## src/verilog/uart_lin_defs.vh

```
/*
 * register indices, field positions, reset values and timing figures
 * of the uart with lin extension; included by uart_lin_top and the bench.
 */
`ifndef UART_LIN_DEFS_VH
`define UART_LIN_DEFS_VH

// register indices; byte address is four times the index
`define IDX_DATA      16'h00A6
`define IDX_IRQ       16'h00A7
`define IDX_LIN       16'hA090
`define IDX_BAUD      16'h00A8
`define IDX_STAT      16'h00A9

// register select codes
`define SEL_NONE      3'h0
`define SEL_DATA      3'h1
`define SEL_IRQ       3'h2
`define SEL_LIN       3'h3
`define SEL_BAUD      3'h4
`define SEL_STAT      3'h5

// irq status/enable field
`define TI_BIT        0

// lin control/status fields
`define LIN_EN_BIT    7
`define LIN_MS_BIT    6
`define LIN_ASU_BIT   5
`define LIN_MESSAGE_AUTO_SYNC_UPDATE_BIT  4
`define LIN_SBK_BIT   3
`define LIN_BL_HI     2
`define LIN_BL_LO     0

// own status fields
`define ST_RXE_BIT    0
`define ST_TXF_BIT    1
`define ST_BRK_BIT    2
`define ST_SYN_BIT    3

// reset values
`define RST_BYTE      8'h00
`define BAUD_DIV_RST  16'h0010

// frame timing in bit times
`define FRAME_BITS    4'hA
`define DATA_BITS     4'h8
`define BRK_BASE      5'h0D
`define BRK_DET_BITS  20'h0000B
`define SYNC_FALLS    3'h3
`define SYNC_SHIFT    3

// axi responses
`define RESP_OKAY     2'h0
`define RESP_SLVERR   2'h2

`endif

```

## src/verilog/uart_lin_top.v

```verilog
/*
 * uart with lin header extension behind an axi4-lite slave.
 * assumes an axi4-lite master on clock, a lin transceiver joining
 * tx_pin and rx_pin to the single wire, and rx_pin asynchronous.
 */
`timescale 1ns/1ps
`include "uart_lin_defs.vh"
module uart_lin_top #(
    parameter AW    = 18,
    parameter FIFO_AW = 2
) (
    // clock and reset
    input  wire          clock,
    input  wire          srst,
    // axi4-lite write address and data
    input  wire          awvalid,
    output wire          awready,
    input  wire [AW-1:0] awaddr,
    input  wire          wvalid,
    output wire          wready,
    input  wire [31:0]   wdata,
    input  wire [3:0]    wstrb,
    // axi4-lite write response
    output reg           bvalid_q,
    input  wire          bready,
    output reg  [1:0]    bresp_q,
    // axi4-lite read
    input  wire          arvalid,
    output wire          arready,
    input  wire [AW-1:0] araddr,
    output reg           rvalid_q,
    input  wire          rready,
    output reg  [31:0]   rdata_q,
    output reg  [1:0]    rresp_q,
    // serial line
    input  wire          rx_pin,
    output reg           tx_pin_q,
    // tx done event, gated by its enable
    output wire          tx_done_irq
);
    localparam T_IDLE = 5'b00001, T_LOAD = 5'b00010, T_DATA = 5'b00100;
    localparam T_BRK  = 5'b01000, T_DLM  = 5'b10000;
    localparam R_IDLE = 4'b0001, R_START = 4'b0010, R_DATA = 4'b0100, R_STOP = 4'b1000;
    localparam S_IDLE = 5'b00001, S_LOW = 5'b00010, S_WRISE = 5'b00100;
    localparam S_WFALL = 5'b01000, S_MEAS = 5'b10000;

    function [2:0] reg_sel;
        input [AW-1:0] a;
        begin
            if (a[1:0] != 2'h0)
                reg_sel = `SEL_NONE;
            else if (a[AW-1:2] == `IDX_DATA)
                reg_sel = `SEL_DATA;
            else if (a[AW-1:2] == `IDX_IRQ)
                reg_sel = `SEL_IRQ;
            else if (a[AW-1:2] == `IDX_LIN)
                reg_sel = `SEL_LIN;
            else if (a[AW-1:2] == `IDX_BAUD)
                reg_sel = `SEL_BAUD;
            else if (a[AW-1:2] == `IDX_STAT)
                reg_sel = `SEL_STAT;
            else
                reg_sel = `SEL_NONE;
        end
    endfunction

    // registers
    reg        ti_q, tien_q, brk_flag_q, syn_flag_q;
    reg        lin_en_q, ms_q, asu_q, message_auto_sync_update_q, sbk_q, brk_sent_q;
    reg [2:0]  bl_q;
    reg [15:0] baud_q;
    // bus state
    reg          aw_have_q, w_have_q, rd_stg_q, rd_pop_q;
    reg [AW-1:0] awaddr_q, rd_addr_q;
    reg [31:0]   wdata_q;
    reg [3:0]    wstrb_q;
    // line engines
    reg [4:0]  tx_st_q;
    reg [3:0]  rx_st_q;
    reg [4:0]  sy_st_q;
    reg [15:0] tx_cnt_q, rx_cnt_q;
    reg [4:0]  tx_bits_q;
    reg [3:0]  rx_bits_q;
    reg [8:0]  tx_sh_q;
    reg [7:0]  rx_sh_q;
    reg [19:0] sy_cnt_q;
    reg [2:0]  falls_q;
    reg        rx_m_q, rx_s_q, rx_p_q;

    wire [7:0]  tx_dout, rx_dout;
    wire        tx_full, tx_empty, rx_full, rx_empty;
    wire [2:0]  wsel = reg_sel(awaddr_q);
    wire [2:0]  rsel = reg_sel(rd_addr_q);
    wire        wr_go = aw_have_q && w_have_q && !bvalid_q;
    wire        ar_hs = arvalid && arready;
    wire        lane0 = wr_go && wstrb_q[0];
    wire        tx_push = lane0 && (wsel == `SEL_DATA) && !tx_full;
    wire        rx_pop = ar_hs && (reg_sel(araddr) == `SEL_DATA) && !rx_empty;
    wire        tx_tick = (tx_cnt_q == 16'h0000);
    wire        rx_tick = (rx_cnt_q == 16'h0000);
    wire [15:0] baud_m1 = baud_q - 16'h0001;
    wire        fall = rx_p_q && !rx_s_q;
    wire        lin_slave = lin_en_q && !ms_q;
    wire        brk_req = sbk_q && lin_en_q && ms_q && !brk_sent_q;
    wire        tx_pop = (tx_st_q == T_IDLE) && !brk_req && !tx_empty;
    wire        tx_byte_done = (tx_st_q == T_DATA) && tx_tick && (tx_bits_q == 5'h01);
    wire        rx_push = (rx_st_q == R_STOP) && rx_tick && rx_s_q && !rx_full;
    wire        rx_gate = (sy_st_q == S_WRISE) || (sy_st_q == S_WFALL) || (sy_st_q == S_MEAS);
    wire [19:0] brk_thr = {4'h0, baud_q} * `BRK_DET_BITS;
    wire [19:0] sy_div = (sy_cnt_q + 20'h00001) >> `SYNC_SHIFT;
    wire        sy_done = (sy_st_q == S_MEAS) && fall && (falls_q == `SYNC_FALLS);
    wire        sy_ok = sy_done && (sy_div != 20'h00000) && (sy_div[19:16] == 4'h0);
    wire        sy_load = sy_ok && (asu_q || message_auto_sync_update_q);
    wire        ti_set = tx_byte_done && tx_empty;
    wire        brk_set = tx_byte_done && brk_sent_q;

    assign awready = !aw_have_q && !bvalid_q;
    assign wready  = !w_have_q && !bvalid_q;
    assign arready = !rd_stg_q && !rvalid_q;
    assign tx_done_irq = ti_q && tien_q;

    uart_fifo #(.W(8), .AW(FIFO_AW)) u_txq (
        .clock (clock),
        .srst  (srst),
        .push  (tx_push),
        .din   (wdata_q[7:0]),
        .full  (tx_full),
        .pop   (tx_pop),
        .dout_q(tx_dout),
        .empty (tx_empty)
    );

    uart_fifo #(.W(8), .AW(FIFO_AW)) u_rxq (
        .clock (clock),
        .srst  (srst),
        .push  (rx_push),
        .din   (rx_sh_q),
        .full  (rx_full),
        .pop   (rx_pop),
        .dout_q(rx_dout),
        .empty (rx_empty)
    );

    // axi write channel and register writes
    always @(posedge clock) begin
        if (srst) begin
            aw_have_q  <= 1'b0;
            w_have_q   <= 1'b0;
            awaddr_q   <= {AW{1'b0}};
            wdata_q    <= 32'h00000000;
            wstrb_q    <= 4'h0;
            bvalid_q   <= 1'b0;
            bresp_q    <= `RESP_OKAY;
            ti_q       <= 1'b0;
            tien_q     <= 1'b0;
            lin_en_q   <= 1'b0;
            ms_q       <= 1'b0;
            asu_q      <= 1'b0;
            message_auto_sync_update_q     <= 1'b0;
            sbk_q      <= 1'b0;
            bl_q       <= 3'h0;
            baud_q     <= `BAUD_DIV_RST;
            brk_flag_q <= 1'b0;
            syn_flag_q <= 1'b0;
        end else begin
            if (awvalid && awready) begin
                aw_have_q <= 1'b1;
                awaddr_q  <= awaddr;
            end
            if (wvalid && wready) begin
                w_have_q <= 1'b1;
                wdata_q  <= wdata;
                wstrb_q  <= wstrb;
            end
            if (wr_go) begin
                aw_have_q <= 1'b0;
                w_have_q  <= 1'b0;
                bvalid_q  <= 1'b1;
                bresp_q   <= (wsel == `SEL_NONE) ? `RESP_SLVERR : `RESP_OKAY;
            end else if (bvalid_q && bready) begin
                bvalid_q <= 1'b0;
            end
            if (lane0 && (wsel == `SEL_IRQ)) begin
                tien_q <= wdata_q[`TI_BIT];
                if (!wdata_q[`TI_BIT]) begin
                    ti_q <= 1'b0;
                end
            end
            if (ti_set) begin
                ti_q <= 1'b1;
            end
            if (lane0 && (wsel == `SEL_LIN)) begin
                lin_en_q <= wdata_q[`LIN_EN_BIT];
                if (!lin_en_q) begin
                    ms_q <= wdata_q[`LIN_MS_BIT];
                end
                asu_q  <= wdata_q[`LIN_ASU_BIT];
                message_auto_sync_update_q <= wdata_q[`LIN_MESSAGE_AUTO_SYNC_UPDATE_BIT];
                sbk_q  <= wdata_q[`LIN_SBK_BIT];
                bl_q   <= wdata_q[`LIN_BL_HI:`LIN_BL_LO];
            end else begin
                if (brk_set) begin
                    sbk_q <= 1'b0;
                end
                if (sy_load) begin
                    message_auto_sync_update_q <= 1'b0;
                end
            end
            if (wr_go && (wsel == `SEL_BAUD)) begin
                if (wstrb_q[0]) begin
                    baud_q[7:0] <= wdata_q[7:0];
                end
                if (wstrb_q[1]) begin
                    baud_q[15:8] <= wdata_q[15:8];
                end
            end
            if (sy_load) begin
                baud_q <= sy_div[15:0];
            end
            if (lane0 && (wsel == `SEL_STAT)) begin
                if (!wdata_q[`ST_BRK_BIT]) begin
                    brk_flag_q <= 1'b0;
                end
                if (!wdata_q[`ST_SYN_BIT]) begin
                    syn_flag_q <= 1'b0;
                end
            end
            if (brk_set) begin
                brk_flag_q <= 1'b1;
            end
            if (sy_ok) begin
                syn_flag_q <= 1'b1;
            end
        end
    end

    // axi read channel: pop or select, then answer
    always @(posedge clock) begin
        if (srst) begin
            rd_stg_q  <= 1'b0;
            rd_pop_q  <= 1'b0;
            rd_addr_q <= {AW{1'b0}};
            rvalid_q  <= 1'b0;
            rdata_q   <= 32'h00000000;
            rresp_q   <= `RESP_OKAY;
        end else begin
            if (ar_hs) begin
                rd_stg_q  <= 1'b1;
                rd_pop_q  <= rx_pop;
                rd_addr_q <= araddr;
            end
            if (rd_stg_q) begin
                rd_stg_q <= 1'b0;
                rvalid_q <= 1'b1;
                rresp_q  <= `RESP_OKAY;
                rdata_q  <= 32'h00000000;
                if (rsel == `SEL_DATA) begin
                    rdata_q[7:0] <= rd_pop_q ? rx_dout : `RST_BYTE;
                end else if (rsel == `SEL_IRQ) begin
                    rdata_q[`TI_BIT] <= ti_q;
                end else if (rsel == `SEL_LIN) begin
                    rdata_q[7:0] <= {lin_en_q, ms_q, asu_q, message_auto_sync_update_q, sbk_q, bl_q};
                end else if (rsel == `SEL_BAUD) begin
                    rdata_q[15:0] <= baud_q;
                end else if (rsel == `SEL_STAT) begin
                    rdata_q[3:0] <= {syn_flag_q, brk_flag_q, tx_full, rx_empty};
                end else begin
                    rresp_q <= `RESP_SLVERR;
                end
            end else if (rvalid_q && rready) begin
                rvalid_q <= 1'b0;
            end
        end
    end

    // transmitter: queued bytes, and break plus delimiter in master mode
    always @(posedge clock) begin
        if (srst) begin
            tx_st_q    <= T_IDLE;
            tx_cnt_q   <= 16'h0000;
            tx_bits_q  <= 5'h00;
            tx_sh_q    <= 9'h1FF;
            tx_pin_q   <= 1'b1;
            brk_sent_q <= 1'b0;
        end else begin
            tx_cnt_q <= tx_tick ? baud_m1 : tx_cnt_q - 16'h0001;
            if (!sbk_q) begin
                brk_sent_q <= 1'b0;
            end
            case (tx_st_q)
                T_IDLE: begin
                    tx_pin_q <= 1'b1;
                    tx_cnt_q <= baud_m1;
                    if (brk_req) begin
                        tx_st_q   <= T_BRK;
                        tx_pin_q  <= 1'b0;
                        tx_bits_q <= `BRK_BASE + {2'h0, bl_q};
                    end else if (!tx_empty) begin
                        tx_st_q <= T_LOAD;
                    end
                end
                T_LOAD: begin
                    tx_st_q   <= T_DATA;
                    tx_pin_q  <= 1'b0;
                    tx_sh_q   <= {1'b1, tx_dout};
                    tx_bits_q <= {1'b0, `FRAME_BITS};
                    tx_cnt_q  <= baud_m1;
                end
                T_DATA: begin
                    if (tx_tick) begin
                        tx_pin_q  <= tx_sh_q[0];
                        tx_sh_q   <= {1'b1, tx_sh_q[8:1]};
                        tx_bits_q <= tx_bits_q - 5'h01;
                        if (tx_bits_q == 5'h01) begin
                            tx_st_q  <= T_IDLE;
                            tx_pin_q <= 1'b1;
                        end
                    end
                end
                T_BRK: begin
                    if (tx_tick) begin
                        tx_bits_q <= tx_bits_q - 5'h01;
                        if (tx_bits_q == 5'h01) begin
                            tx_st_q  <= T_DLM;
                            tx_pin_q <= 1'b1;
                        end
                    end
                end
                T_DLM: begin
                    if (tx_tick) begin
                        tx_st_q    <= T_IDLE;
                        brk_sent_q <= 1'b1;
                    end
                end
                default: tx_st_q <= T_IDLE;
            endcase
        end
    end

    // receiver: 8n1, bytes with a bad stop bit are dropped
    always @(posedge clock) begin
        if (srst) begin
            rx_m_q    <= 1'b1;
            rx_s_q    <= 1'b1;
            rx_p_q    <= 1'b1;
            rx_st_q   <= R_IDLE;
            rx_cnt_q  <= 16'h0000;
            rx_bits_q <= 4'h0;
            rx_sh_q   <= 8'h00;
        end else begin
            rx_m_q   <= rx_pin;
            rx_s_q   <= rx_m_q;
            rx_p_q   <= rx_s_q;
            rx_cnt_q <= rx_tick ? baud_m1 : rx_cnt_q - 16'h0001;
            case (rx_st_q)
                R_IDLE: begin
                    if (fall && !rx_gate) begin
                        rx_st_q  <= R_START;
                        rx_cnt_q <= baud_q >> 1;
                    end
                end
                R_START: begin
                    if (rx_tick) begin
                        rx_st_q   <= rx_s_q ? R_IDLE : R_DATA;
                        rx_bits_q <= `DATA_BITS;
                    end
                end
                R_DATA: begin
                    if (rx_tick) begin
                        rx_sh_q   <= {rx_s_q, rx_sh_q[7:1]};
                        rx_bits_q <= rx_bits_q - 4'h1;
                        if (rx_bits_q == 4'h1) begin
                            rx_st_q <= R_STOP;
                        end
                    end
                end
                R_STOP: begin
                    if (rx_tick) begin
                        rx_st_q <= R_IDLE;
                    end
                end
                default: rx_st_q <= R_IDLE;
            endcase
        end
    end

    // slave header: break detection, then sync field measurement
    always @(posedge clock) begin
        if (srst) begin
            sy_st_q  <= S_IDLE;
            sy_cnt_q <= 20'h00000;
            falls_q  <= 3'h0;
        end else if (!lin_slave) begin
            sy_st_q <= S_IDLE;
        end else begin
            case (sy_st_q)
                S_IDLE: begin
                    sy_cnt_q <= 20'h00001;
                    if (!rx_s_q) begin
                        sy_st_q <= S_LOW;
                    end
                end
                S_LOW: begin
                    sy_cnt_q <= sy_cnt_q + 20'h00001;
                    if (rx_s_q) begin
                        sy_st_q <= S_IDLE;
                    end else if (sy_cnt_q >= brk_thr) begin
                        sy_st_q <= S_WRISE;
                    end
                end
                S_WRISE: begin
                    if (rx_s_q) begin
                        sy_st_q <= S_WFALL;
                    end
                end
                S_WFALL: begin
                    sy_cnt_q <= 20'h00000;
                    falls_q  <= 3'h0;
                    if (fall) begin
                        sy_st_q <= S_MEAS;
                    end
                end
                S_MEAS: begin
                    sy_cnt_q <= sy_cnt_q + 20'h00001;
                    if (fall) begin
                        falls_q <= falls_q + 3'h1;
                    end
                    if (sy_done || (sy_cnt_q == 20'hFFFFF)) begin
                        sy_st_q <= S_IDLE;
                    end
                end
                default: sy_st_q <= S_IDLE;
            endcase
        end
    end
endmodule

```

## src/verilog/uart_fifo.v

```verilog
/*
 * small synchronous fifo; read data come out of a register loaded on pop.
 * assumes push is never asserted while full nor pop while empty.
 */
`timescale 1ns/1ps
module uart_fifo #(
    parameter W     = 8,
    parameter AW    = 2
) (
    // clock and reset
    input  wire         clock,
    input  wire         srst,
    // fill side
    input  wire         push,
    input  wire [W-1:0] din,
    output wire         full,
    // drain side
    input  wire         pop,
    output reg  [W-1:0] dout_q,
    output wire         empty
);
    reg [W-1:0] mem [0:(1<<AW)-1];
    reg [AW:0]  wp_q;
    reg [AW:0]  rp_q;

    assign empty = (wp_q == rp_q);
    assign full  = (wp_q[AW-1:0] == rp_q[AW-1:0]) && (wp_q[AW] != rp_q[AW]);

    always @(posedge clock) begin
        if (push) begin
            mem[wp_q[AW-1:0]] <= din;
        end
    end

    always @(posedge clock) begin
        if (srst) begin
            wp_q   <= {(AW+1){1'b0}};
            rp_q   <= {(AW+1){1'b0}};
            dout_q <= {W{1'b0}};
        end else begin
            if (push) begin
                wp_q <= wp_q + 1'b1;
            end
            if (pop) begin
                dout_q <= mem[rp_q[AW-1:0]];
                rp_q   <= rp_q + 1'b1;
            end
        end
    end
endmodule

```

## config.mk

```make
export PLATFORM = sky130hd
export DESIGN_NAME = uart_lin_top
export DESIGN_NICKNAME = d
export VERILOG_FILES = /design/src/verilog/uart_lin_top.v /design/src/verilog/uart_fifo.v
export VERILOG_INCLUDE_DIRS = /design/src /design/src/verilog
export SDC_FILE = /design/constraint.sdc
export NUM_CORES = 1
export LEC_CHECK = 0
export BUFFER_PORTS_ARGS = -buffer_cell sky130_fd_sc_hd__buf_4
export CORE_MARGIN = 4
export CORE_UTILIZATION = 25
export CTS_CLUSTER_DIAMETER = 150
export CTS_CLUSTER_SIZE = 12
export DETAILED_ROUTE_END_ITERATION = 8
export GPL_TIMING_DRIVEN = 0
export PLACE_DENSITY_LB_ADDON = 0.08
export SYNTH_ARGS = -nofsm -noshare
export SYNTH_HDL_FRONTEND = slang
export SYNTH_SLANG_ARGS = --single-unit
export TNS_END_PERCENT = 100
```

## constraint.sdc

```tcl
create_clock -name clock -period 9.75 [get_ports clock]
set_input_delay 2.4375 -clock clock [delete_from_list [all_inputs] [get_ports clock]]
set_output_delay 2.4375 -clock clock [all_outputs]
set_load 0.005 [all_outputs]
```

-- Word level (Yosys, flattened, before mapping)
Memories as Yosys holds them, arrays and structs flattened. A register that Yosys moved wholly into a read port is not among the register bits.
Cells that the tools add are included.
- add/subtract/negate cells: 12
- multiply operators: 1
- $lt $le $gt $ge: 1
- equal/unequal tests: 72
- muxes and demuxes: 107
- bitwise gates (word level): 2
- reduce and logical (&&, ||, !) cells: 106
- operator list (kind ; count):
    $eq A16 B8 Y1 const B ; 12
    $mux W16 ; 7
    $mux W5 ; 15
    $mux W3 ; 20
    $pmux W20 S3 ; 1
    $mux W8 ; 7
    $pmux W5 S5 ; 2
    $eq A16 B16 Y1 const B ; 3
    $sub A16 B1 Y16 const B ; 3
    $logic_and A1 B1 Y1 ; 42
    $mux W4 ; 9
    $logic_not A16 Y1 ; 2
    $reduce_bool A2 Y1 ; 16
    $mux W1 ; 31
    $ne A2 B2 Y1 const B ; 14
    $add A20 B1 Y20 const B ; 1
    $eq A20 B20 Y1 const B ; 1
    $ge A20 B20 Y1 ; 1
    $mul A16 B4 Y20 const B ; 1
    $reduce_bool A20 Y1 ; 1
    $pmux W9 S2 ; 1
    $reduce_and A2 Y1 ; 9
    $pmux W4 S4 ; 1
    $add A3 B1 Y3 const B ; 5
    40 further kinds ; 96
- flip-flop bits (word level): 220
- RAM bits: 64
- input port bits: 80
- output and inout bits: 43
- word-level logic and storage cells: 348
- memories kept: 2
- memory list (name ; words ; bits a word ; rd ports ; clocked after Yosys merged registers in ; write ports ; RTL line ; RTL):
    u_rxq.mem ; 4 ; 8 ; 1 ; 1 ; 1 ; uart_fifo.v:22 ; reg [W-1:0] mem [0:(1<<AW)-1];
    u_txq.mem ; 4 ; 8 ; 1 ; 1 ; 1 ; uart_fifo.v:22 ;

-- Logic depth before layout (Yosys ltp)
Gate-level depths: netlist of run 1.
- depth in word-level cells: 13
- mapped depth: 20
- gate-level depth less buffers: 20

-- By module
A second synthesis of run 1 with hierarchy kept.
- cell total of the unflattened synthesis: 1797
- area total of the unflattened synthesis: 16290.6 um^2
- modules (own cells, without submodules) (module ; times used ; cells an instance ; area each (um^2) ; seq. area each (um^2)):
    uart_lin_top ; 1 ; 1565 ; 12614.6 ; 4103.9
    uart_fifo ; 2 ; 116 ; 1838.0 ; 1241.2

-- Worst setup path after synthesis of run 1
No wires, ideal clock.
- path kind: register to register
- start point: reg baud_q[4]
- end point: reg sy_st_q[4]
- library setup time: 0.072 ns
- data arrival time: 4.030 ns
- data required time: 9.678 ns
- setup slack: 5.649 ns
- cell stages (with the launch flop): 20
- path buffers: 0
- clock period less this slack: 4.101 ns
- cell sequence: dfxtp_1 ha_1 inv_1 fa_1 inv_1 ha_1 o21a_1 o21a_1 a311oi_1 o21ai_0 o21ai_0 a21oi_1 a21o_1 ha_1 a211oi_1 o21ai_0 a21oi_1 o21ai_0 o211ai_1 mux2i_1
- word-level cells in the longest chain between the ends: 4
- RTL lines (item ; RTL line ; RTL):
    start: declaration ; uart_lin_top.v:71 ; reg [15:0] baud_q;
    start signal: assignment ; uart_lin_top.v:162 ; baud_q <= `BAUD_DIV_RST;
    start signal: assignment ; uart_lin_top.v:211 ; baud_q[7:0] <= wdata_q[7:0];
    start signal: assignment ; uart_lin_top.v:218 ; baud_q <= sy_div[15:0];
    $mul A16 B4 Y20 (no source line) ; n/a ;
    $ge A20 B20 Y1 ; uart_lin_top.v:407 ; end else if (sy_cnt_q >= brk_thr) begin
    $ne A3 B3 Y1 (no source line) ; n/a ;
    $reduce_and A5 Y1 (no source line) ; n/a ;
    end signal: assignment ; uart_lin_top.v:406 ; sy_st_q <= S_IDLE;
    end signal: assignment ; uart_lin_top.v:408 ; sy_st_q <= S_WRISE;
    end signal: assignment ; uart_lin_top.v:413 ; sy_st_q <= S_WFALL;
    end: declaration ; uart_lin_top.v:80 ; reg [4:0] sy_st_q;
No other way between the ends.
A chain may end at the register's enable or synchronous reset.

-- Worst setup path in the final report of run 1
- start point: reg baud_q[4]
- end point: reg sy_st_q[2]
Same word-level chain as after synthesis.

==> impl_metrics.ini, run 1 <==
[timing]
fin_crit_sh_pct = 54.8
rsz0062_at_grt = false
final.min_clock_period_ns = 5.35
finalSetupViolations = 0
max_freq_ghz = 0.187
relSlewSlack_pct = 22.0
worst_pin_slew_ns = 1.16
maxSlewViolCount = 0
fin_skew_ns = 0.0307
tns_ns = 0
finalHoldViolations = 0
worst_slack_ns = 4.40

[clock_tree]
cts_buffers = 28
cts_resized = 0
clkLatencyLatePin_ns = 0.58
cts_root_buf = clkbuf_16
post_cts_buffers = 0
cts_buffer_depth = 3
path_clk_slew_ns = 0.08
cts_tree = yes
htree_num_levels = 1
cts.hold.buffers_added = 0
cts.sinks = 297

[worst_setup_path]
path_class = flip-flop to flip-flop
rr_worst_depth = 19
cp.arrival_ns = 5.76
endpoint_kind = flip-flop
required_ns = 10.17
cp_max_fo = 9
rrSetupSlack_ns = 4.40
worstSetupStartpointType = flip-flop

[run]
drv_cap = 0

[placement]
port-buffer-count = 85
dp_hpwl_mm = 40.8
pre_cts_ws_ns = 4.43
gp_congestion = 0.823

[synthesis]
synth_cell_types = 83
ys_warn_count = 0
yosysTopAreaCell = dfxtp_1
yosysMostFrequentCell = nand2_1
ys_ff_latch = 297
post-synth-top-area-fraction_pct = 29.3
postSynth.asyncResetShare_pct = 0
synth_top_cells_by_area = dfxtp_1 29%, edfxtp_1 12%, ha_1 6.4%
yosysSeqAreaShare_pct = 41.4
synth_edf_count = 64
netlist_instances = 1787
syn_avg_cell_area_um2 = 8.91
synthFlopType = dfxtp_1
synth_top_cells_by_count = 249 x nand2_1, 233 x dfxtp_1, 192 x nor2_1
netlist_area_um2 = 15900

[cells_and_area]
drive_above_1_share_pct = 11.1
num_antenna_cells = 0
multi_input_area_um2 = 8510
final_core_util_pct = 29.2
area_growth_pct = 15.8
final_nets = 2094
nFillCells = 6842
register_area_um2 = 6590

[pwr]
peakVddDrop_v = 0.000139
p_clk_share_pct = 33.5
cellPowerDensity_nw_per_um2 = 165
p_seq_share_pct = 46.1
p_sw_share_pct = 30.3
internal_power_uw = 2120
p_sw_uw = 920
p_leak_uw = 0.00697
power_frac_comb_pct = 20.4

[drt]
ant_nets = 0
wl_mm = 52.6
drt_iter0_markers = 539
vias = 12800
remaining_drc_errors = 0
first_pass_iters = 5
viasPerCell = 4.63
wl_per_cell_um = 19.0

[global_routing]
grt_pass1_wl_mm = 79.9
antenna_found_initial = 2
grt_start_max_net_pins = 14
grt_pass1_vias = 12800
grt_use_total_pct = 15.4
grt_remaining_overflow = 0

[floorplan]
rows = 92
die_area_um2 = 67800
io_pins = 123
initial_core_util_pct = 25.2
die_h_um = 260
core_area_um2 = 63100
die_x_um = 260

[hold_path]
hp-class = flip-flop to flip-flop
holdPathStages = 1

[run_status]
status = completed
-- power groups by stage --
stage | sequential, uW | combinational, uW | clock, uW
after floorplan | 1410 | 455 | 0
after global placement | 1430 | 624 | 0
after detailed placement | 1430 | 623 | 0
after CTS | 1400 | 627 | 1060
after global routing | 1410 | 697 | 1110
final | 1400 | 620 | 1020
-- registers in the layout, summed over array words and instances (netlist names), 16 cells and up --
| signal | count |
|---|---|
| wdata_q | 16 |
| tx_cnt_q | 16 |
| u_txq.mem | 32 |
| u_rxq.mem | 32 |
| baud_q | 16 |
| sy_cnt_q | 20 |
| rd_addr_q | 18 |
| rdata_q | 16 |
| awaddr_q | 18 |
| rx_cnt_q | 16 |
-- placed cells by master (no fill, tap or decap), drive strengths merged, types with 52 or more instances in the layout --
cell type,count
dfxtp,233
xnor2,52
ha,82
buf,117
a21oi,161
inv,96
nor2,192
clkbuf,104
nand2,249
edfxtp,64
-- layer usage --
layer / vias to the layer above / share of wire, % / track usage [%]
met3: 61 / 3.4 / 2.02
met5: - / 0.019 / 0
met4: 2 / 2.3 / 3.73
met1: 6165 / 49 / 21.6
met2: 196 / 46 / 25.1
li1: 6425 / - / -
-- cell families (layout without fill, tap and decap cells) --
| family | Yosys count | in the layout | share of synthesized area [%] |
|---|---|---|---|
| flip-flops | 297 | 297 | 41.4 |
| XOR/XNOR | 85 | 85 | 4.68 |
| AO/OA/AOI/OAI | 328 | 328 | 12.9 |
| multiplexers | 70 | 70 | 5.70 |
| adder cells (fa/ha/maj) | 95 | 95 | 8.08 |
| other | 1 | 18 | 0.0236 |
| AND/OR/NAND/NOR | 716 | 716 | 21.7 |
| buffers and inverters | 195 | 318 | 5.59 |
-- area by class of cell --
cell class              instances  share of cell area, %
well taps                     846                   5.74
multi-input cells            1312                   46.1
repair buffers                 85                   3.46
clock buffers                  37                   4.10
inverters                      96                   1.95
flip-flops and latches        297                   35.7
plain buffers                  99                   2.87
clock inverters                 1                 0.0271
-- critical path, stage by stage (launching register included) --
cell      delay, ns
dfxtp_1        0.80
ha_1           0.26
inv_1          0.05
fa_1           0.47
inv_1          0.04
ha_1           0.32
a211oi_1       0.38
nand2b_1       0.14
a311oi_1       0.55
o21ai_0        0.25
o21ai_0        0.30
a21oi_1        0.14
a21o_1         0.19
ha_1           0.29
a211oi_1       0.21
o21ai_0        0.13
a21oi_1        0.24
o21bai_1       0.11
a21oi_1        0.22
nor4_1         0.08
-- metrics by stage --
step                      instance area [um2]  hold WS (ns)  std cells  total power (uW)
final                                   18400         0.408       2773              3040
after detailed placement                17700         0.394       2735              2050
after CTS                               18400         0.410       2773              3090
after global routing                    18400         0.426       2773              3210
after global placement                  17700         0.393       2735              2050
after floorplan                         16000         0.389       1804              1860
-- final timing paths --
| kind | startpoint | end |
|---|---|---|
| worst max-delay path | baud_q[4] | sy_st_q[2] |
| worst max register to register | baud_q[4] | sy_st_q[2] |
| worst min-delay path | rx_m_q | rx_s_q |
| worst min register to register | rx_m_q | rx_s_q |
(Power assumes the default switching activity.)
==> run 2, diff against run 1 <==
Settings changed: ABC_AREA set to 1.
Clock period 9.75 ns to 5.1 ns, I/O delays scaled along.
==> run 2 against run 1 <==
Effect of this change: non-clock buffer count is 8 lower; final cell count is 14% higher; sequential cell count stayed put; critical path type unchanged; highest routed layer is now met4.
==> impl_metrics.ini, run 2 <==
[clock_tree]
cts.sinks = 297
htree_num_levels = 1
clkLatencyLatePin_ns = 0.59
post_cts_buffers = 0
cts_root_buf = clkbuf_16
path_clk_slew_ns = 0.07
cts_buffer_depth = 3
cts_buffers = 28
cts.hold.buffers_added = 0
cts_tree = yes

[timing]
fin_crit_sh_pct = 92.2
maxSlewViolCount = 0
finalSetupViolations = 0
max_freq_ghz = 0.213
tns_ns = 0
worst_pin_slew_ns = 1.26
fin_skew_ns = 0.0150
finalHoldViolations = 0
final.min_clock_period_ns = 4.70
relSlewSlack_pct = 16.0
rsz0062_at_grt = false

[run_status]
status = completed

[floorplan]
die_h_um = 263
die_x_um = 263
initial_core_util_pct = 25.2
io_pins = 123
core_area_um2 = 64300
die_area_um2 = 69000
rows = 93

[worst_setup_path]
r2r_end = sy_st_q[4]
endpoint_kind = flip-flop
cp_max_fo = 7
crit_family = adder cells
crit_end = sy_st_q[4]
rr_worst_depth = 20
crit_chain = clkinvlp_4 -> fa_1 -> inv_1 -> ha_1 -> nand2_1 -> nor4_1 -> a21oi_1 -> o21ai_0 -> nand2_1 -> nand2_1 -> xnor2_1 -> ha_1 -> a21oi_1 -> o21ai_0 -> a21oi_1 -> nand3_1 -> nor2_1 -> nand3_2 -> nand3b_1 -> a21oi_1
cp.depth = 20
worstSetupStartpointType = flip-flop
slowest_delay_ns = 0.62
cp.arrival_ns = 5.14
startpoint = baud_q[8]
path_class = flip-flop to flip-flop
cp_common_cell = a21oi_1
critPathBufInv = 2
rrSetupSlack_ns = 0.40
slowest_stage = dfxtp_1
r2r_start = baud_q[8]
required_ns = 5.54

[pwr]
internal_power_uw = 4220
total_power_uw = 6460
p_clk_share_pct = 30.7
p_sw_uw = 2250
cellPowerDensity_nw_per_um2 = 344
p_sw_share_pct = 34.8
p_leak_uw = 0.00779
p_seq_share_pct = 43.5
power_frac_comb_pct = 25.8
peakVddDrop_v = 0.000259

[cells_and_area]
nFillCells = 7071
final_common_cell = nor2_1
num_antenna_cells = 0
final_area_um2 = 18800
final_cell_mix = 347 x nor2_1, 290 x nand2_1, 268 x inv_1, 230 x dfxtp_1, 194 x o21ai_0
stdcell_count = 3155
register_area_um2 = 6590
drive_above_1_share_pct = 8.43
multi_input_area_um2 = 8200
area_growth_pct = 15.9
final_nets = 2463

[synthesis]
ys_warn_count = 0
postSynth.asyncResetShare_pct = 0
synth_top_cells_by_area = dfxtp_1 29%, edfxtp_1 12%, nor2_1 8.0%
synth_edf_count = 64
yosysTopAreaCell = dfxtp_1
netlist_instances = 2156
syn_avg_cell_area_um2 = 7.52
synthFlopType = dfxtp_1
synth_cell_types = 55
post-synth-top-area-fraction_pct = 28.8
ys_ff_latch = 297
netlist_area_um2 = 16200
yosysSeqAreaShare_pct = 40.6
synth_top_cells_by_count = 347 x nor2_1, 290 x nand2_1, 268 x inv_1
yosysMostFrequentCell = nor2_1

[drt]
drt_iter0_markers = 811
first_pass_iters = 5
wl_per_cell_um = 18.3
vias = 14700
remaining_drc_errors = 0
viasPerCell = 4.67
ant_nets = 0
wl_mm = 57.9

[global_routing]
grt_pass1_wl_mm = 89.0
grt_start_max_net_pins = 16
antenna_found_initial = 2
grt_pass1_vias = 14700
grt_use_total_pct = 16.4
grt_remaining_overflow = 0

[placement]
dp_hpwl_mm = 45.0
port-buffer-count = 85
gp_congestion = 0.834
placed_area_um2 = 18000
placed_cells = 3113

[run]
drv_cap = 0

[hold_path]
hp-class = flip-flop to flip-flop
[run 2: cell types whose count changed in the layout (fill, tap and decap cells not counted), sizes merged, moves of 20 or more]
cell / change
a31oi: +22
and2: -20
and3: -28
inv: +176
mux2i: -49
nand2: +43
nand2b: -26
nand3: +53
nand4: +61
nor2: +171
nor3: -20
o21ai: +152
xnor2: -30
[run 2: worst min-delay path by stage]
stage	start	end	slack, ns	cells past startpoint
floorplan	rx_m_q	rx_s_q	0.39	1
global placement	rx_m_q	rx_s_q	0.40	1
detailed placement	rx_m_q	rx_s_q	0.41	1
CTS	rx_m_q	rx_s_q	0.43	1
global route	rx_m_q	rx_s_q	0.43	1
finish	rx_m_q	rx_s_q	0.42	1
[run 2: per-stage QoR]
step / hold WS, ns / setup WS (ns) / util, %
after floorplan: 0.389 / 1.18 / -
after global placement: 0.401 / 0.119 / 27.9
after detailed placement: 0.412 / 0.126 / 27.9
after CTS: 0.430 / 0.0773 / 29.2
after global routing: 0.430 / 0.0143 / 29.2
final: 0.423 / 0.400 / 29.2
[run 2: cell type report]
cell class	instances	area share [%]
repair buffers	85	3.40
inverters	278	5.58
multi-input cells	1507	43.7
well taps	855	5.70
clock inverters	1	0.160
plain buffers	91	2.39
flip-flops and latches	297	35.1
clock buffers	41	4.04
[run 2: layer usage]
| layer | track usage [%] | share of wire, % | up-vias |
|---|---|---|---|
| li1 | - | - | 7443 |
| met1 | 22.0 | 46 | 6916 |
| met2 | 27.5 | 46 | 296 |
| met3 | 2.05 | 4.2 | 85 |
| met4 | 5.05 | 3.0 | 0 |
| met5 | 0 | 0 | - |
[run 2: power groups by stage]
stage / clock (uW) / sequential, uW / combinational (uW)
after detailed placement: 0 / 2860 / 1660
after global placement: 0 / 2870 / 1670
after CTS: 2070 / 2810 / 1670
after floorplan: 0 / 2800 / 1180
after global routing: 2150 / 2840 / 1920
final: 1990 / 2810 / 1670
[run 2: logic make-up after synthesis]
logic type,count (synthesis),synth area share [%]
and+or+nand+nor,891,24.0
DFF,297,40.6
other,1,0.0231
adders and majority gates,95,7.94
xor gates and xnor gates,54,2.92
AOI/OAI and AO/OA,449,15.3
buffers and inverters,369,9.20
[run 2: repair_timing]
item | in CTS | in global routing
resized for setup | 0 | 9
hold endpoints to repair | 0 | 0
setup endpoints to repair | 0 | 5
